### config.mk
export PLATFORM = sky130hd
export DESIGN_NAME = hlt_timer
export DESIGN_NICKNAME = d
export VERILOG_FILES = /design/src/logic/hlt_edge.v /design/src/logic/hlt_sync2.v /design/src/logic/hlt_timer.v
export VERILOG_INCLUDE_DIRS = /design/src /design/src/logic
export SDC_FILE = /design/constraint.sdc
export NUM_CORES = 1
export LEC_CHECK = 0
export BUFFER_PORTS_ARGS = -buffer_cell sky130_fd_sc_hd__buf_2
export CAP_MARGIN = 20
export CORE_ASPECT_RATIO = 1.25
export CORE_MARGIN = 2
export CORE_UTILIZATION = 45
export DETAILED_ROUTE_END_ITERATION = 12
export HOLD_SLACK_MARGIN = 0.15
export PLACE_DENSITY = 0.85
export SYNTH_ARGS = -nofsm -noshare
export SYNTH_HDL_FRONTEND = slang
export SYNTH_SLANG_ARGS = --single-unit
export TNS_END_PERCENT = 10
### constraint.sdc
create_clock -name pclk -period 6.85 [get_ports pclk]
set_input_delay 0.685 -clock pclk [delete_from_list [all_inputs] [get_ports pclk]]
set_output_delay 0.685 -clock pclk [all_outputs]
set_load 0.05 [all_outputs]
### src/logic/hlt_defines.vh
// Constants for the hardware limit timer: register map, field layout,
// reset values and mode codes.
// Assumes it is included by bare name from every design file that needs it.
`ifndef HLT_DEFINES_VH
`define HLT_DEFINES_VH

// APB register byte offsets
`define HLT_ADDR_W 12
`define HLT_OFF_CTRL 12'h000
`define HLT_OFF_PERIOD 12'h004
`define HLT_OFF_COUNT 12'h008
`define HLT_OFF_STATUS 12'h00c

// Control register fields
`define HLT_CTRL_RUN 0
`define HLT_CTRL_MODE_LO 8
`define HLT_CTRL_MODE_HI 12

// Status register fields
`define HLT_STAT_COUNTING 0
`define HLT_STAT_STARTED 1
`define HLT_STAT_TRIG 2
`define HLT_STAT_HELD 3

// Widths and reset values
`define HLT_CNT_W 8
`define HLT_CNT_ONE 8'h01
`define HLT_MODE_W 5
`define HLT_CNT_ZERO 8'h00
`define HLT_PERIOD_RST 8'hff
`define HLT_MODE_RST 5'h00
`define HLT_DATA_ZERO 32'h0000_0000

// Mode field split and APB byte lanes
`define HLT_MODE_UP_HI 4
`define HLT_MODE_UP_LO 3
`define HLT_MODE_LO_HI 2
`define HLT_MODE_LO_LO 0
`define HLT_LANE_LOW 0
`define HLT_LANE_MODE 1

// Mode upper field (mode bits 4:3)
`define HLT_UP_FREE 2'h0
`define HLT_UP_ONESHOT 2'h1
`define HLT_UP_MONO 2'h2

// Mode lower field (mode bits 2:0)
`define HLT_LO_0 3'h0
`define HLT_LO_1 3'h1
`define HLT_LO_2 3'h2
`define HLT_LO_3 3'h3
`define HLT_LO_4 3'h4
`define HLT_LO_5 3'h5
`define HLT_LO_6 3'h6
`define HLT_LO_7 3'h7

`endif

### src/logic/hlt_edge.v
// Edge detector on a synchronised level: one-cycle rise and fall pulses.
// Assumes the input is already in the pclk domain.
`timescale 1ns/1ps
`default_nettype none

module hlt_edge (
    // Clock and reset
    input wire pclk,
    input wire presetn,
    // Level in, edge pulses out
    input wire level_in,
    output wire rise,
    output wire fall
);

    reg prev_reg;

    // Previous sample of the level
    always @(posedge pclk or negedge presetn) begin
        if (!presetn) begin
            prev_reg <= 1'b0;
        end else begin
            prev_reg <= level_in;
        end
    end

    // Edge pulses from the change between samples
    assign rise = level_in & ~prev_reg;
    assign fall = ~level_in & prev_reg;

endmodule

`default_nettype wire

### src/logic/hlt_sync2.v
// Two flip-flop synchroniser for one level from outside the pclk domain.
// Assumes the input is a slow level compared with pclk.
`timescale 1ns/1ps
`default_nettype none

module hlt_sync2 (
    // Clock and reset
    input wire pclk,
    input wire presetn,
    // Level in and out
    input wire async_in,
    output reg sync_out
);

    reg meta_reg;

    // First stage feeds only the second stage
    always @(posedge pclk or negedge presetn) begin
        if (!presetn) begin
            meta_reg <= 1'b0;
            sync_out <= 1'b0;
        end else begin
            meta_reg <= async_in;
            sync_out <= meta_reg;
        end
    end

endmodule

`default_nettype wire

### src/logic/hlt_timer.v
// Hardware limit timer: 8-bit period counter whose start, reset and stop
// come from a 5-bit mode, a software run bit and an external trigger.
// Assumes an APB master on pclk and an asynchronous trigger pin.
//
// Register access over APB and the register addresses were left to the implementer.
`timescale 1ns/1ps
`default_nettype none
`include "hlt_defines.vh"

module hlt_timer (
    // APB clock and reset
    input wire pclk,
    input wire presetn,
    // APB request
    input wire psel,
    input wire penable,
    input wire pwrite,
    input wire [`HLT_ADDR_W-1:0] paddr,
    input wire [31:0] pwdata,
    input wire [3:0] pstrb,
    // APB answer
    output reg [31:0] prdata,
    output reg pready,
    output reg pslverr,
    // External reset/trigger pin
    input wire ext_reset_trigger,
    // Timer state
    output reg [`HLT_CNT_W-1:0] count_value,
    output reg run_enable,
    output reg counting,
    output reg period_match
);

    // Register state
    reg [`HLT_MODE_W-1:0] mode_reg;
    reg [`HLT_CNT_W-1:0] period_limit;
    reg started_reg;

    // Next values
    reg [`HLT_CNT_W-1:0] count_next;
    reg run_next;
    reg started_next;
    reg counting_next;
    reg match_next;

    // Decoded mode and trigger terms
    wire trig;
    wire trig_rise;
    wire trig_fall;
    wire [1:0] mode_up;
    wire [2:0] mode_lo;
    reg start_edge;
    reg reset_cond;
    reg count_en;
    reg edge_start;
    reg hold_stopped;
    reg one_shot_stop;
    reg mono_stop;
    reg valid_mode;

    // APB decode
    wire apb_access;
    wire apb_write;
    wire addr_ctrl;
    wire addr_period;
    wire addr_count;
    wire addr_status;
    wire addr_hit;
    reg [31:0] rd_mux;

    assign mode_up = mode_reg[`HLT_MODE_UP_HI:`HLT_MODE_UP_LO];
    assign mode_lo = mode_reg[`HLT_MODE_LO_HI:`HLT_MODE_LO_LO];

    // Trigger pin crosses into pclk before any logic looks at it
    hlt_sync2 u_sync (
        .pclk(pclk),
        .presetn(presetn),
        .async_in(ext_reset_trigger),
        .sync_out(trig)
    );

    // Rising and falling edges of the synchronised trigger
    hlt_edge u_edge (
        .pclk(pclk),
        .presetn(presetn),
        .level_in(trig),
        .rise(trig_rise),
        .fall(trig_fall)
    );

    // Access phase of a transfer, taken when the slave answers
    assign apb_access = psel & penable & pready;
    assign apb_write = apb_access & pwrite;
    assign addr_ctrl = (paddr == `HLT_OFF_CTRL);
    assign addr_period = (paddr == `HLT_OFF_PERIOD);
    assign addr_count = (paddr == `HLT_OFF_COUNT);
    assign addr_status = (paddr == `HLT_OFF_STATUS);
    assign addr_hit = addr_ctrl | addr_period | addr_count | addr_status;

    // Mode decode: what starts, what resets and whether the count may run
    always @* begin
        start_edge = 1'b0;
        reset_cond = 1'b0;
        count_en = 1'b0;
        edge_start = 1'b0;
        hold_stopped = 1'b0;
        one_shot_stop = 1'b0;
        mono_stop = 1'b0;
        valid_mode = 1'b1;
        case (mode_up)
            `HLT_UP_FREE: begin
                case (mode_lo)
                    `HLT_LO_0: count_en = run_enable;
                    `HLT_LO_1: count_en = run_enable & trig;
                    `HLT_LO_2: count_en = run_enable & ~trig;
                    `HLT_LO_3: begin
                        count_en = run_enable;
                        reset_cond = trig_rise | trig_fall;
                    end
                    `HLT_LO_4: begin
                        count_en = run_enable;
                        reset_cond = trig_rise;
                    end
                    `HLT_LO_5: begin
                        count_en = run_enable;
                        reset_cond = trig_fall;
                    end
                    `HLT_LO_6: begin
                        reset_cond = ~trig;
                        count_en = run_enable & trig;
                    end
                    `HLT_LO_7: begin
                        reset_cond = trig;
                        count_en = run_enable & ~trig;
                    end
                    default: count_en = 1'b0;
                endcase
            end
            `HLT_UP_ONESHOT: begin
                one_shot_stop = 1'b1;
                case (mode_lo)
                    `HLT_LO_0: count_en = run_enable;
                    `HLT_LO_1: begin
                        edge_start = 1'b1;
                        start_edge = trig_rise;
                    end
                    `HLT_LO_2: begin
                        edge_start = 1'b1;
                        start_edge = trig_fall;
                    end
                    `HLT_LO_3: begin
                        edge_start = 1'b1;
                        start_edge = trig_rise | trig_fall;
                    end
                    `HLT_LO_4: begin
                        edge_start = 1'b1;
                        start_edge = trig_rise;
                        reset_cond = trig_rise & started_reg;
                    end
                    `HLT_LO_5: begin
                        edge_start = 1'b1;
                        start_edge = trig_fall;
                        reset_cond = trig_fall & started_reg;
                    end
                    `HLT_LO_6: begin
                        edge_start = 1'b1;
                        start_edge = trig_rise;
                        reset_cond = ~trig;
                    end
                    `HLT_LO_7: begin
                        edge_start = 1'b1;
                        start_edge = trig_fall;
                        reset_cond = trig;
                    end
                    default: count_en = 1'b0;
                endcase
                if (edge_start) begin
                    count_en = run_enable & started_reg & ~reset_cond;
                end
            end
            `HLT_UP_MONO: begin
                case (mode_lo)
                    `HLT_LO_1: begin
                        mono_stop = 1'b1;
                        edge_start = 1'b1;
                        start_edge = trig_rise;
                    end
                    `HLT_LO_2: begin
                        mono_stop = 1'b1;
                        edge_start = 1'b1;
                        start_edge = trig_fall;
                    end
                    `HLT_LO_3: begin
                        mono_stop = 1'b1;
                        edge_start = 1'b1;
                        start_edge = trig_rise | trig_fall;
                    end
                    `HLT_LO_6: begin
                        one_shot_stop = 1'b1;
                        hold_stopped = 1'b1;
                        reset_cond = ~trig;
                        count_en = run_enable & trig;
                    end
                    `HLT_LO_7: begin
                        one_shot_stop = 1'b1;
                        hold_stopped = 1'b1;
                        reset_cond = trig;
                        count_en = run_enable & ~trig;
                    end
                    default: valid_mode = 1'b0;
                endcase
                if (edge_start) begin
                    count_en = run_enable & started_reg;
                end
            end
            default: valid_mode = 1'b0;
        endcase
        if (!valid_mode) begin
            count_en = 1'b0;
        end
    end

    // Counter, run bit and start latch for the next clock
    always @* begin
        count_next = count_value;
        run_next = run_enable;
        started_next = started_reg;
        match_next = 1'b0;
        counting_next = count_en;
        // Start latch only takes an edge while run is already set
        if (!run_enable || !edge_start) begin
            started_next = 1'b0;
        end else if (start_edge) begin
            started_next = 1'b1;
        end
        if (reset_cond && valid_mode) begin
            count_next = `HLT_CNT_ZERO;
        end else if (hold_stopped && !run_enable) begin
            count_next = `HLT_CNT_ZERO;
        end else if (count_en) begin
            if (count_value == period_limit) begin
                count_next = `HLT_CNT_ZERO;
                match_next = 1'b1;
                if (one_shot_stop) begin
                    run_next = 1'b0;
                    started_next = 1'b0;
                end
                if (mono_stop) begin
                    started_next = 1'b0;
                end
            end else begin
                count_next = count_value + `HLT_CNT_ONE;
            end
        end
        // Software writes to the timer registers
        if (apb_write && addr_ctrl && pstrb[`HLT_LANE_LOW]) begin
            run_next = pwdata[`HLT_CTRL_RUN];
            if (!pwdata[`HLT_CTRL_RUN]) begin
                started_next = 1'b0;
            end
        end
        if (apb_write && addr_count && pstrb[`HLT_LANE_LOW]) begin
            count_next = pwdata[`HLT_CNT_W-1:0];
        end
    end

    // Timer state registers
    always @(posedge pclk or negedge presetn) begin
        if (!presetn) begin
            count_value <= `HLT_CNT_ZERO;
            run_enable <= 1'b0;
            started_reg <= 1'b0;
            counting <= 1'b0;
            period_match <= 1'b0;
        end else begin
            count_value <= count_next;
            run_enable <= run_next;
            started_reg <= started_next;
            counting <= counting_next;
            period_match <= match_next; // One-cycle pulse on a match
        end
    end

    // Mode and period registers, written by software only
    always @(posedge pclk or negedge presetn) begin
        if (!presetn) begin
            mode_reg <= `HLT_MODE_RST;
            period_limit <= `HLT_PERIOD_RST;
        end else begin
            if (apb_write && addr_ctrl && pstrb[`HLT_LANE_MODE]) begin
                mode_reg <= pwdata[`HLT_CTRL_MODE_HI:`HLT_CTRL_MODE_LO];
            end
            if (apb_write && addr_period && pstrb[`HLT_LANE_LOW]) begin
                period_limit <= pwdata[`HLT_CNT_W-1:0];
            end
        end
    end

    // Read data selection
    always @* begin
        rd_mux = `HLT_DATA_ZERO;
        case (paddr)
            `HLT_OFF_CTRL: begin
                rd_mux[`HLT_CTRL_RUN] = run_enable;
                rd_mux[`HLT_CTRL_MODE_HI:`HLT_CTRL_MODE_LO] = mode_reg;
            end
            `HLT_OFF_PERIOD: rd_mux[`HLT_CNT_W-1:0] = period_limit;
            `HLT_OFF_COUNT: rd_mux[`HLT_CNT_W-1:0] = count_value;
            `HLT_OFF_STATUS: begin
                rd_mux[`HLT_STAT_COUNTING] = counting;
                rd_mux[`HLT_STAT_STARTED] = started_reg;
                rd_mux[`HLT_STAT_TRIG] = trig;
                rd_mux[`HLT_STAT_HELD] = reset_cond & valid_mode;
            end
            default: rd_mux = `HLT_DATA_ZERO;
        endcase
    end

    // APB answer: one wait state, then pready with data and error together
    always @(posedge pclk or negedge presetn) begin
        if (!presetn) begin
            pready <= 1'b0;
            pslverr <= 1'b0;
            prdata <= `HLT_DATA_ZERO;
        end else begin
            if (psel && penable && !pready) begin
                pready <= 1'b1;
                pslverr <= ~addr_hit;
                prdata <= (pwrite || !addr_hit) ? `HLT_DATA_ZERO : rd_mux;
            end else begin
                pready <= 1'b0;
                pslverr <= 1'b0;
                prdata <= `HLT_DATA_ZERO;
            end
        end
    end

endmodule

`default_nettype wire

## Yosys cells after proc, flatten, opt, wreduce, memory -nomap -nowiden

Index checks and enable logic that the tools add are counted.
W data, S select, Z words.

- Input bits: 54
- Bits in registers: 62

- Eq/ne operators: 15
- Add/sub/neg operators: 1
- Multiplexer cells: 59
- Bitwise operators: 20
- Reduce and logical (&&, ||, !) cells: 35

Operators with widths:

| operator | count |
|---|---|
| $mux W8 | 5 |
| $mux W1 | 35 |
| $mux W13 | 2 |
| $eq A12 B4 Y1 const B | 2 |
| $pmux W1 S3 | 5 |
| $and A1 B1 Y1 | 12 |
| $eq A12 B3 Y1 const B | 1 |
| $eq A3 B3 Y1 const B | 4 |
| $logic_not A12 Y1 | 1 |
| $pmux W1 S2 | 6 |
| $logic_and A1 B1 Y1 | 11 |
| $pmux W3 S3 | 1 |
| $reduce_or A3 Y1 | 3 |
| $add A8 B1 Y8 const B | 1 |
| $eq A8 B8 Y1 | 1 |
| $pmux W1 S4 | 2 |
| $pmux W4 S2 | 1 |
| $reduce_or A2 Y1 | 4 |
| $reduce_or A7 Y1 | 1 |
| $eq A3 B2 Y1 const B | 2 |
| $reduce_bool A2 Y1 | 3 |
| $mux W5 | 1 |
| $pmux W1 S5 | 1 |
| $reduce_and A5 Y1 | 1 |
| 13 further kinds | 24 |

## Longest topological paths before layout

Gate-level depths: netlist of the first run.

- Word-level depth: 16
- Mapped depth: 9
- Mapped depth without buffers: 8

## Hierarchy

Synthesis of the first run repeated with hierarchy kept, for this count alone.

- Cells, all modules: 253
- Area, all modules: 2,562.5 um^2

Modules (own cells, without submodules):

| module | area an instance (um^2) | times used | sequential area each (um^2) | cells each |
|---|---|---|---|---|
| hlt_timer | 2,472.4 | 1 | 1,011.0 | 248 |
| hlt_sync2 | 50.0 | 1 | 50.0 | 2 |
| hlt_edge | 40.0 | 1 | 25.0 | 3 |

## Worst setup path after synthesis of the first run

Ideal clock, no wire load.

- Kind: input to register
- Start: input paddr[1]
- End: register count_value[0]
- Data arrival time: 2,251 ps
- Setup time: 125 ps
- Path slack: 4,474 ps
- Required time: 6,725 ps
- Stages: 7
- Buffers on the path: 1
- Path through: nor4_2 nand3_2 o31ai_4 a21oi_2 and2_4 buf_6 mux2_4

- Longest elaborated chain between the ends: 4

RTL lines:

| element | RTL line | RTL |
|---|---|---|
| from (decl) | hlt_timer.v:18 | `` input wire [`HLT_ADDR_W-1:0] paddr, `` |
| $eq A12 B4 Y1 (*) | -- |  |
| $logic_and A1 B1 Y1 (*) (2 in series) | hlt_timer.v:262 | `` if (apb_write && addr_count && pstrb[`HLT_LANE_LOW]) begin `` |
| $reduce_bool A4 Y1 (no source line) / $mux W8 (equally long branches) | -- |  |
| to (signal assigned) | hlt_timer.v:270 | `` count_value <= `HLT_CNT_ZERO; `` |
| to (signal assigned) | hlt_timer.v:276 | `count_value <= count_next;` |
| to (decl) | hlt_timer.v:28 | `` output reg [`HLT_CNT_W-1:0] count_value, `` |

Mark *: on every way between the ends. The rest lies on a longest branch, timed or not.
A chain may end at the register's enable or synchronous reset.

## Final worst setup path of the first run

- Start: register mode_reg[2]
- End: register count_value[0]

- Longest elaborated chain between the ends: 9

RTL lines:

| element | RTL line | RTL |
|---|---|---|
| from (decl) | hlt_timer.v:35 | `` reg [`HLT_MODE_W-1:0] mode_reg; `` |
| from (signal assigned) | hlt_timer.v:287 | `` mode_reg <= `HLT_MODE_RST; `` |
| from (signal assigned) | hlt_timer.v:291 | `` mode_reg <= pwdata[`HLT_CTRL_MODE_HI:`HLT_CTRL_MODE_LO]; `` |
| $eq A3 B3 Y1 (on tied branches) | hlt_timer.v:112, hlt_timer.v:141, hlt_timer.v:182 |  |
| $pmux W1 S4 | hlt_timer.v:141 | `case (mode_lo)` |
| $mux W1 | hlt_timer.v:110 | `case (mode_up)` |
| $not A1 Y1 | hlt_timer.v:178 | `count_en = run_enable & started_reg & ~reset_cond;` |
| $and A1 B1 Y1 | hlt_timer.v:178 |  |
| $mux W1 | hlt_timer.v:177 | `if (edge_start) begin` |
| $pmux W1 S3 | hlt_timer.v:110 |  |
| $mux W1 | hlt_timer.v:218 | `if (!valid_mode) begin` |
| $reduce_bool A4 Y1 (no source line) | -- |  |

Parallel ways exist; a longest one is shown, timed or not. The select of a mux whose other input is x is not followed.

==> metrics.md, run 1 <==
| Metric | Value |
|---|---|
| Die width | `72.2 um` |
| Max Transition Viols Final | `0` |
| Detailed router's first-iteration violation count | `250` |
| Final WL | `6170 um` |
| Clk pwr share | `34.8%` |
| Setup Buffers After CTS | `0` |
| Clock skew | `about 0.0086 ns` |
| Final GP Congestion | `roughly 0.97` |
| Core area | `0.00570 mm2` |
| Vias in the first global route | `2101` |
| Startpoint Class | `flip-flop` |
| Number of remaining DRC errors | `0` |
| Area contributors post-synth | `dfrtp_1 34%, dfstp_2 8.0%, buf_4 5.7%` |
| DIE AREA | `0.00644 mm2` |
| Data arrival time of the critical path | `2.97 ns` |
| CTS tree | `done` |
| Top FF cell, synth | `dfrtp_1` |
| Final hold vios | `0` |
| Yosys top cell area share | `33.5%` |
| Crit path cell chain | `or4bb_1 -> o311ai_0 -> o22ai_1 -> o21ai_1 -> and2_4 -> mux2_4` |
| Post-synth EDFFs | `0` |
| Register area | `approximately 0.0011 mm2` |
| Switch share | `28.7%` |
| Ys async rst share | `100%` |
| Site Rows | `31` |
| RSZ-0062 raised after global routing | `false` |
| Setup TNS | `0 ns` |
| Crit Path Class | `reg2reg` |
| Initial antenna violation count | `0` |
| Max Cap Violations | `0` |
| Wire length per cell | `15.9 um` |
| Multi-input logic area | `0.00137 mm2` |
| Clk sinks | `between 40 and 50` |
| Post-synthesis cell area | `0.00261 mm2` |
| CP max FO | `15` |
| Fill count | `532` |
| Most flops, register | `prdata` |
| Tightest Pin Transition | `0.957 ns` |
| First-pass GRT wire length | `9740 um` |
| DR vias/cell | `5.60` |
| CP Data Required Time | `between 7 and 8 ns` |
| DRT Pass-1 Iters | `5` |
| Final Power | `473 uW` |
| Reg clk slew, reported paths | `0.09 ns` |
| CTS max path bufs | `2` |
| Synth cell types | `51` |
| Initial core utilization | `45.8%` |
| Via count | `2179` |
| TritonCTS buffer count | `5` |
| Post-layout util | `51.7%` |
| Root buf cell | `clkbuf_8` |
| Internal Pwr Total | `337 uW` |
| Tot GR Track Use | `19.7%` |
| DP Cell Count | `381` |
| IO buf count | `58` |
| Net switching power | `136 uW` |
| Largest register FFs | `13` |
| Largest stage delay on the critical path | `0.67 ns` |
| Final worst path period need | `2.77 ns` |
| Hold_buf cts | `0` |
| Largest area contributor in the netlist | `dfrtp_1` |
| Sequential area share after synthesis | `41.6%` |
| Sequential share of power | `54.3%` |
| Yosys reg bits | `43` |
| Synthesized area per cell | `9.78 um2` |
| ANT nets after route | `0` |
| Status | `complete, no violations` |
| Maximum vdd drop | `76.9 uV` |
| CP Capture Type | `flip-flop` |
| Critical-path top delay cell | `o21ai_1` |
| Final setup vio count | `0` |
| ANT cells | `0` |
| Largest net degree at the start of global routing | `44` |
| Most common cell after layout, fill and taps aside | `buf_2` |
| Max frequency | `0.362 GHz` |
| Layout cell share with drive strength beyond 1 | `30.7%` |
| Top Registers | `prdata (13), count_value (8), period_limit (8)` |
| Post-CTS sizing | `0` |
| Post-Place Cell Area | `0.00286 mm2` |
| Mapped Cells | `267` |
| YS warnings | `0` |
| HP Class | `reg2reg` |
| Area Growth Syn to Fin | `12.9%` |
| Slew headroom | `36.2%` |
| Final Net Count | `383` |
| Most frequent cells in the layout | `58 x buf_2, 35 x dfrtp_1, 24 x nand2_1` |
| Latest clock arrival within the worst-skew pair | `a little over 0.3 ns` |
| Tcrit/Tclk final | `between 40% and 50%` |
| PD cells | `160 mW/mm2` |
| Static leakage | `roughly 1.4 nW` |
| Remaining global-route overflow | `0` |
| # H-tree levels | `2` |
| Fin cells | `between 300 and 400` |
| Final instance area | `0.00295 mm2` |
| Comb pwr share | `between 10% and 20%` |
| Die H | `89.2 um` |
| Detailed Place HPWL | `4640 um` |
| Ports | `99` |
==> cell families after synthesis <==
logic type | after synthesis | synth area share [%]
compound gates | 57 | 15.1
mux | 16 | 7.61
fa+ha+maj | 7 | 3.35
xor+xnor | 9 | 3.02
flops | 43 | 41.6
simple gates | 98 | 20.7
other cells | 1 | 0.144
buf+inv | 36 | 8.48
==> final cells by class <==
class / instances / area share, %
clock buffer: 5 / 2.33
clock inverter: 3 / 0.679
inverter: 8 / 1.02
multi-input combinational: 206 / 46.5
sequential: 43 / 36.8
tap: 66 / 2.80
timing repair buffer: 58 / 9.84
==> metrics by stage <==
step,worst slack (ns),hold slack [ns]
floorplan,4.47,0.331
global placement,4.12,0.334
detailed placement,4.13,0.338
CTS,4.13,0.356
global route,3.89,0.356
finish,4.08,0.354
==> power groups by stage <==
| stage | combinational (mW) | clock, mW | sequential [mW] |
|---|---|---|---|
| 6_report | 0.0516 | 0.164 | 0.257 |
| 3_5_place_dp | 0.0517 | 0 | 0.262 |
| 5_1_grt | 0.0558 | 0.177 | 0.257 |
| 2_1_floorplan | 0.0396 | 0 | 0.264 |
| 4_1_cts | 0.0518 | 0.167 | 0.257 |
| 3_3_place_gp | 0.0504 | 0 | 0.262 |
==> per-layer routing <==
layer	share of wire, %	wire [um]	GRT usage (%)
met4	2.4	146	8.06
met5	0	0	0
met1	39	2400	22.7
met2	53	3260	36.1
met3	6.0	372	3.27
==> critical path: cells and delay by family (launching register included) <==
kind	cells	cell delay, ns
muxes	1	0.31
DFF	1	0.56
AOI/OAI and AO/OA	3	0.93
and+or+nand+nor	2	0.86
==> cells in the mapped netlist (3+ instances only) <==
| master | count |
|---|---|
| dfrtp_1 | 35 |
| nand2_1 | 24 |
| buf_4 | 20 |
| nor2_1 | 19 |
| mux2_2 | 13 |
| a21oi_1 | 12 |
| o21ai_0 | 11 |
| and2_1 | 9 |
| nor2b_1 | 9 |
| xnor2_1 | 9 |
| dfstp_2 | 8 |
| inv_1 | 8 |
| nor3_1 | 8 |
| a22oi_1 | 7 |
| ha_1 | 7 |
| o211ai_1 | 7 |
| nor4_1 | 6 |
| a31oi_1 | 4 |
| clkbuf_1 | 4 |
| nand3_1 | 4 |
| o22ai_1 | 4 |
| buf_2 | 3 |
| nand2b_1 | 3 |
| nor4_2 | 3 |
==> worst paths after layout <==
check | slack, ns | start | to | depth (start not counted)
setup / recovery | 4.08 | mode_reg[2]$_DFFE_PN0P_ | count_value[0]$_DFFE_PN0P_ | 6
hold reg to reg | 0.35 | u_sync.meta_reg$_DFF_PN0_ | u_sync.sync_out$_DFF_PN0_ | 0
hold / removal | 0.35 | u_sync.meta_reg$_DFF_PN0_ | u_sync.sync_out$_DFF_PN0_ | 0
setup reg to reg | 4.08 | mode_reg[2]$_DFFE_PN0P_ | count_value[0]$_DFFE_PN0P_ | 6
min in group asynchronous | 0.52 | presetn | mode_reg[4]$_DFFE_PN0P_ | 1
max in group asynchronous | 5.73 | presetn | count_value[1]$_DFFE_PN0P_ | 1
No activity file was read; power rests on OpenSTA's default activity.
==> inputs of run 2 (changes only) <==
PLACE_DENSITY = 0.88   (was 0.85)
clock period = 2.2 ns   (was 6.85 ns; I/O delays follow)
==> run 2 against run 1 <==
Compared with the run above:
- the run now ends with negative setup slack left
- cell count rose by 9.3%
- worst setup slack got worse by 4.1 ns
- non-clock buffer count rose by 36
- fmax rose by 23%
- die area did not move
- sequential cell count did not move
- total power rose to 3.1 times the previous value
- via count rose by 10%
- hold slack got worse by 0.20 ns
- sequential share of layout area fell by 4.3 points
==> metrics.md, run 2 (same netlist as run 1, synthesis figures left out) <==
| Metric | Value |
|---|---|
| # H-tree levels | `2 (unchanged)` |
| Reg clk slew, reported paths | `0.09 ns (about the same)` |
| Most common cell after layout, fill and taps aside | `buf_2` |
| Detailed router's first-iteration violation count | `123 (-51%)` |
| Area Growth Syn to Fin | `28.0%` |
| Final setup vio count | `3 (+3)` |
| Sequential share of power | `53.7% (-0.6 points)` |
| DP Cell Count | `406 (+6.6%)` |
| Startpoint Class | `flip-flop` |
| RSZ-0062 raised after global routing | `true` |
| Largest net degree at the start of global routing | `23 (-48%)` |
| Root buf cell | `clkbuf_8` |
| PD cells | `445 mW/mm2 (+180%)` |
| R2R depth | `7 (+1)` |
| Layout cell share with drive strength beyond 1 | `40.4% (+9.7 points)` |
| Violated checks | `negative setup slack` |
| TritonCTS buffer count | `5 (unchanged)` |
| Via count | `2396 (+10%)` |
| Comb pwr share | `12.0% (+1.1 points)` |
| Final GP Congestion | `0.922 (-4.7%)` |
| Largest register FFs | `13 (unchanged)` |
| Initial core utilization | `45.8% (unchanged)` |
| Final Net Count | `419 (+9.4%)` |
| CP max FO | `5 (-10)` |
| DRT Pass-1 Iters | `4 (-1)` |
| DR vias/cell | `5.64 (+0.64%)` |
| Final WL | `6760 um (+9.6%)` |
| Remaining global-route overflow | `0 (unchanged)` |
| Tightest Pin Transition | `0.519 ns (-0.438 ns)` |
| Net switching power | `425 uW (+210%)` |
| CTS tree | `done` |
| Pre-CTS setup slack | `-0.0749 ns (-4.21 ns)` |
| Fill count | `491 (-7.7%)` |
| CTS max path bufs | `2 (unchanged)` |
| HP Class | `in2reg` |
| Switch share | `28.6% (-0.12 points)` |
| First-pass GRT wire length | `10600 um (+8.6%)` |
| Most frequent cells in the layout | `58 x buf_2, 34 x dfrtp_1, 27 x buf_4` |
| Final worst path period need | `2.24 ns (-0.524 ns)` |
| Die H | `89.2 um (unchanged)` |
| Site Rows | `31 (unchanged)` |
| Status | `complete, but fails checks` |
| Static leakage | `1.58 nW (+15%)` |
| DIE AREA | `0.00644 mm2 (unchanged)` |
| Ports | `99 (unchanged)` |
| Final WS setup | `-0.0423 ns (-4.13 ns)` |
| Hold-critical path depth | `2 (+2)` |
| Most flops, register | `prdata` |
| CP Data Required Time | `2.39 ns (-4.66 ns)` |
| Vias in the first global route | `2210 (+5.2%)` |
| Number of remaining DRC errors | `0 (unchanged)` |
| Tcrit/Tclk final | `102% (+62 points)` |
| IO buf count | `58 (unchanged)` |
| ANT nets after route | `0 (unchanged)` |
| Crit Path Class | `reg2reg` |
| Max Transition Viols Final | `0 (unchanged)` |
| Maximum vdd drop | `318 uV (+310%)` |
| Wire length per cell | `15.9 um (+0.28%)` |
| Internal Pwr Total | `1.06 mW (+220%)` |
| Max frequency | `0.446 GHz (+23%)` |
| Final hold vios | `0 (unchanged)` |
| Detailed Place HPWL | `4840 um (+4.4%)` |
| Clk pwr share | `34.3% (-0.5 points)` |
| Data arrival time of the critical path | `2.43 ns (-0.54 ns)` |
| Latest clock arrival within the worst-skew pair | `0.31 ns (about the same)` |
| Tot GR Track Use | `21.3% (+1.6 points)` |
| Max Cap Violations | `0 (unchanged)` |
| Final Power | `1.49 mW (+210%)` |
| Slew headroom | `65.3% (+29 points)` |
| Core area | `0.00570 mm2 (unchanged)` |
| CP Capture Type | `flip-flop` |
| Clk sinks | `43 (unchanged)` |
| Clock skew | `0.00964 ns (+0.00106 ns)` |
| Top Registers | `prdata (13), count_value (8), period_limit (8)` |
| Die width | `72.2 um (unchanged)` |
| Fin cells | `425 (+9.3%)` |
| Initial antenna violation count | `0 (unchanged)` |
| ANT cells | `0 (unchanged)` |
run 2: final timing paths:
| kind | from | end | slack (ns) |
|---|---|---|---|
| min in group asynchronous | presetn | count_value[4]$_DFFE_PN0P_ | 0.41 |
| setup reg to reg | u_sync.sync_out$_DFF_PN0_ | run_enable$_DFFE_PN0P_ | -0.04 |
| hold / removal | pwdata[2] | period_limit[2]$_DFFE_PN1P_ | 0.16 |
| max in group asynchronous | presetn | u_sync.sync_out$_DFF_PN0_ | 1.09 |
| setup / recovery | u_sync.sync_out$_DFF_PN0_ | run_enable$_DFFE_PN0P_ | -0.04 |
| hold reg to reg | u_sync.meta_reg$_DFF_PN0_ | u_sync.sync_out$_DFF_PN0_ | 0.36 |
run 2: what timing repair did:
action / 4_1_cts / 5_1_grt
pin swaps: 2 / 3
endpoints found under the setup margin: 9 / 9
hold buffers: 6 / 1
endpoints found under the hold margin: 18 / 1
setup buffers: 0 / 4
gates resized for setup: 1 / 19
run 2: worst max-delay path, cell delays in order, from the launching register on:
cell and delay (ns):
dfrtp_2 0.44, ha_2 0.19, mux2_4 0.28, a32o_2 0.29, a2bb2oi_4 0.15, a211o_1 0.28
o31a_1 0.23, mux2_2 0.26
run 2: routing by layer:
layer	track usage (%)	wire length, um	vias to the layer above
met4	10.1	263	0
li1	-	-	1100
met5	0	0	-
met2	35.6	3360	130
met3	3.83	450	32
met1	26.6	2690	1134
run 2: power groups by stage:
stage          sequential, mW  combinational [mW]  clock [mW]
2_1_floorplan           0.821               0.123           0
3_3_place_gp            0.813               0.163           0
3_5_place_dp            0.814               0.166           0
4_1_cts                 0.799               0.174       0.517
5_1_grt                 0.800               0.193       0.559
6_report                0.799               0.179       0.511
run 2: cell type report:
cell class / count / area [um2] / area share [%]
Sequential cell: 43 / 1090 / 32.5
Multi-Input combinational cell: 206 / 1470 / 43.9
Clock inverter: 3 / 20.0 / 0.599
Timing Repair Buffer: 94 / 586 / 17.5
Clock buffer: 5 / 68.8 / 2.06
Inverter: 8 / 30.0 / 0.898
Tap cell: 66 / 82.6 / 2.47
run 2: per-stage QoR:
| stage | setup TNS (ns) | hold slack (ns) | util [%] | area, um2 |
|---|---|---|---|---|
| after floorplan | -0.107 | -0.0756 | - | 2710 |
| after global placement | -0.0692 | 0.194 | 53.9 | 3070 |
| after detailed placement | -0.130 | 0.199 | 53.9 | 3070 |
| after CTS | -0.268 | 0.156 | 56.6 | 3230 |
| after global routing | -0.654 | 0.154 | 58.6 | 3340 |
| final | -0.0822 | 0.157 | 58.6 | 3340 |
==> inputs of run 3 (changes only) <==
CORE_UTILIZATION = 44   (was 45)
PLACE_DENSITY = 0.87   (was 0.88)
SYNTH_HIERARCHICAL = 1   (was not set)
==> run 3 against run 2 <==
Compared with the run above:
- sequential cell count unchanged
- synthesized cell count down 5.2%
- critical path type unchanged
- largest power group unchanged
- final area down 1.3%
- the run now ends clean
- largest cell class unchanged
==> metrics.md, run 3 <==
| Metric | Value |
|---|---|
| Tightest Pin Transition | `0.904 ns (+0.385 ns)` |
| CP Capture Type | `flip-flop` |
| Wire length per cell | `14.9 um (-6.6%)` |
| Critical-path top delay cell | `or3_4` |
| Remaining global-route overflow | `0 (unchanged)` |
| Reg2reg setup slack | `0.01 ns (+0.05 ns)` |
| Largest register FFs | `13 (unchanged)` |
| Setup Buffers After CTS | `0 (unchanged)` |
| Initial antenna violation count | `0 (unchanged)` |
| Final Net Count | `404 (-3.6%)` |
| Synth cell types | `56 (+9.8%)` |
| Root buf cell | `clkbuf_8` |
| IO buf count | `58 (unchanged)` |
| RSZ-0062 raised after global routing | `true` |
| Layout cell share with drive strength beyond 1 | `41.6% (+1.2 points)` |
| Tot GR Track Use | `19.3% (-2.0 points)` |
| ANT nets after route | `0 (unchanged)` |
| Largest net degree at the start of global routing | `44 (+91%)` |
| Area Growth Syn to Fin | `28.8%` |
| Yosys top cell area share | `34.2% (+0.65 points)` |
| DRT Pass-1 Iters | `5 (+1)` |
| Max Transition Viols Final | `0 (unchanged)` |
| Data arrival time of the critical path | `2.37 ns (-0.06 ns)` |
| Largest stage delay on the critical path | `0.40 ns (-0.04 ns)` |
| # H-tree levels | `2 (unchanged)` |
| Maximum vdd drop | `199 uV (-37%)` |
| CP max FO | `4 (-1)` |
| Initial core utilization | `44.9% (-0.88 points)` |
| TritonCTS buffer count | `5 (unchanged)` |
| Ports | `99 (unchanged)` |
| ANT cells | `0 (unchanged)` |
| HP Class | `in2reg` |
| DR vias/cell | `5.54 (-1.8%)` |
| Site Rows | `31 (unchanged)` |
| Synthesized area per cell | `10.1 um2 (+3.5%)` |
| Post-synthesis cell area | `0.00256 mm2 (-1.9%)` |
| Final setup vio count | `0 (-3)` |
| Final WL | `6130 um (-9.4%)` |
| Most frequent cells in the layout | `58 x buf_2, 34 x dfrtp_1, 31 x buf_4` |
| CTS tree | `done` |
| Fill count | `451 (-8.1%)` |
| Pre-CTS setup slack | `-0.0623 ns (+0.0126 ns)` |
| Clk sinks | `43 (unchanged)` |
| Tcrit/Tclk final | `99.5% (-2.4 points)` |
| Detailed router's first-iteration violation count | `136 (+11%)` |
| Final WS setup | `0.0107 ns (+0.0530 ns)` |
| Post-layout util | `57.9% (-0.77 points)` |
| Via count | `2281 (-4.8%)` |
| Die H | `89.3 um (+0.15%)` |
| CP Data Required Time | `2.38 ns (about the same)` |
| PD cells | `487 mW/mm2 (+9.3%)` |
| Top FF cell, synth | `dfrtp_1` |
| Sequential area share after synthesis | `42.4% (+0.81 points)` |
| Vias in the first global route | `2196 (-0.63%)` |
| Cell with the most instances after synthesis | `dfrtp_1` |
| Clock skew | `0.00452 ns (-0.00512 ns)` |
| Slew headroom | `39.8% (-26 points)` |
| Latest clock arrival within the worst-skew pair | `0.29 ns (-0.02 ns)` |
| DIE AREA | `0.00645 mm2 (+0.29%)` |
| Max Cap Violations | `0 (unchanged)` |
| Crit Path Class | `reg2reg` |
| Crit path cell chain | `and2b_2 -> mux2i_4 -> o22ai_2 -> or3_4 -> a31oi_4 -> nand2_2 -> o31a_1 -> mux2_2` |
| Reg clk slew, reported paths | `0.07 ns (-0.02 ns)` |
| Ys async rst share | `100% (unchanged)` |
| Most flops, register | `prdata` |
| Die width | `72.3 um (+0.15%)` |
| Final GP Congestion | `0.878 (-4.8%)` |
| YS warnings | `6 (+6)` |
| Final hold vios | `0 (unchanged)` |
| Core area | `0.00570 mm2 (unchanged)` |
| Min Hold Slack | `0.158 ns (+0.00111 ns)` |
| Mapped Cells | `253 (-5.2%)` |
| Status | `complete, no violations` |
| Static leakage | `1.67 nW (+5.6%)` |
| Number of remaining DRC errors | `0 (unchanged)` |
| Detailed Place HPWL | `4600 um (-5.0%)` |
| Synth top cells by count | `35 x dfrtp_1, 20 x nor2_1, 19 x buf_4, 19 x nand2_1, 15 x mux2_2` |
| Yosys reg bits | `43 (unchanged)` |
| Startpoint Class | `flip-flop` |
| Largest area contributor in the netlist | `dfrtp_1` |
| Area contributors post-synth | `dfrtp_1 34%, dfstp_2 8.2%, mux2_2 6.6%` |
| Post-synth EDFFs | `0 (unchanged)` |
| Setup TNS | `0 ns (+0.0822 ns)` |
| Max frequency | `0.457 GHz (+2.4%)` |
| CTS max path bufs | `2 (unchanged)` |
| First-pass GRT wire length | `9800 um (-7.3%)` |
| Final worst path period need | `2.19 ns (-0.0530 ns)` |
| Top Registers | `prdata (13), count_value (8), period_limit (8)` |
| Most common cell after layout, fill and taps aside | `buf_2` |
-- run 3: changes by cell type in the layout (fill, tap and decap cells not counted), sizes merged, moves of 5 or more --
cell / previous run / this run
a21oi: 13 / 5
a32o: 1 / 10
and2: 10 / 1
and3: 1 / 6
inv: 8 / 13
nand2: 24 / 19
o211ai: 7 / 2
xnor2: 9 / 1
xor2: 0 / 9
-- run 3: cell type report --
type / instances / area [um2] / area share (%)
Clock inverter: 2 / 35.0 / 1.06
Multi-Input combinational cell: 187 / 1370 / 41.5
Sequential cell: 43 / 1090 / 33.0
Timing Repair Buffer: 95 / 593 / 18.0
Inverter: 13 / 48.8 / 1.48
Tap cell: 66 / 82.6 / 2.50
Clock buffer: 6 / 82.6 / 2.50
-- run 3: critical path, delay by kind of cell, from the launching register on --
kind | cells | cell delay, ns
compound gates | 3 | 0.53
flops | 1 | 0.38
mux | 2 | 0.44
simple gates | 3 | 0.72
-- run 3: routing by layer --
| layer | wire, um | up-vias | GRT usage [%] |
|---|---|---|---|
| met5 | 0 | - | 0 |
| met4 | 168 | 0 | 8.23 |
| met3 | 493 | 19 | 5.07 |
| met2 | 3140 | 106 | 34.8 |
| met1 | 2330 | 1095 | 21.3 |
| li1 | - | 1061 | - |
-- run 3: kinds of logic after synthesis --
family                   synth area share (%)
AND/OR/NAND/NOR                          18.7
AO/OA/AOI/OAI                            15.6
flip-flops                               42.4
buffers and inverters                    9.13
multiplexers                             8.25
XOR/XNOR                                 3.42
adder cells (fa/ha/maj)                  2.44
other                                   0.146
-- run 3: worst paths after layout --
check	from	endpoint	cells after the start
worst min-delay path	pwdata[9]	mode_reg[1]$_DFFE_PN0P_	2
worst min register to register	u_sync/meta_reg$_DFF_PN0_	u_sync/sync_out$_DFF_PN0_	0
worst max register to register	u_sync/sync_out$_DFF_PN0_	run_enable$_DFFE_PN0P_	8
min in group asynchronous	presetn	u_sync/sync_out$_DFF_PN0_	2
max in group asynchronous	presetn	mode_reg[0]$_DFFE_PN0P_	2
worst max-delay path	u_sync/sync_out$_DFF_PN0_	run_enable$_DFFE_PN0P_	8
-- run 3: per-stage QoR --
stage          instance area [um2]  std cells  power, mW
4_1_cts                       3270        412       1.62
5_1_grt                       3300        412       1.67
3_3_place_gp                  3070        399      0.980
2_1_floorplan                 2630        271      0.944
3_5_place_dp                  3070        399      0.983
6_report                      3300        412       1.61
-- run 3: timing repair --
item	4_1_cts	5_1_grt
hold endpoints to repair	39	0
resized for setup	5	7
endpoints found under the setup margin	9	10
hold buffers	5	0
cloned	0	0
-- run 3: report_power, final --
group / switching [mW] / internal, mW
clock: 0.261 / 0.367
combinational: 0.134 / 0.0464
sequential: 0.00232 / 0.795
total: 0.398 / 1.21
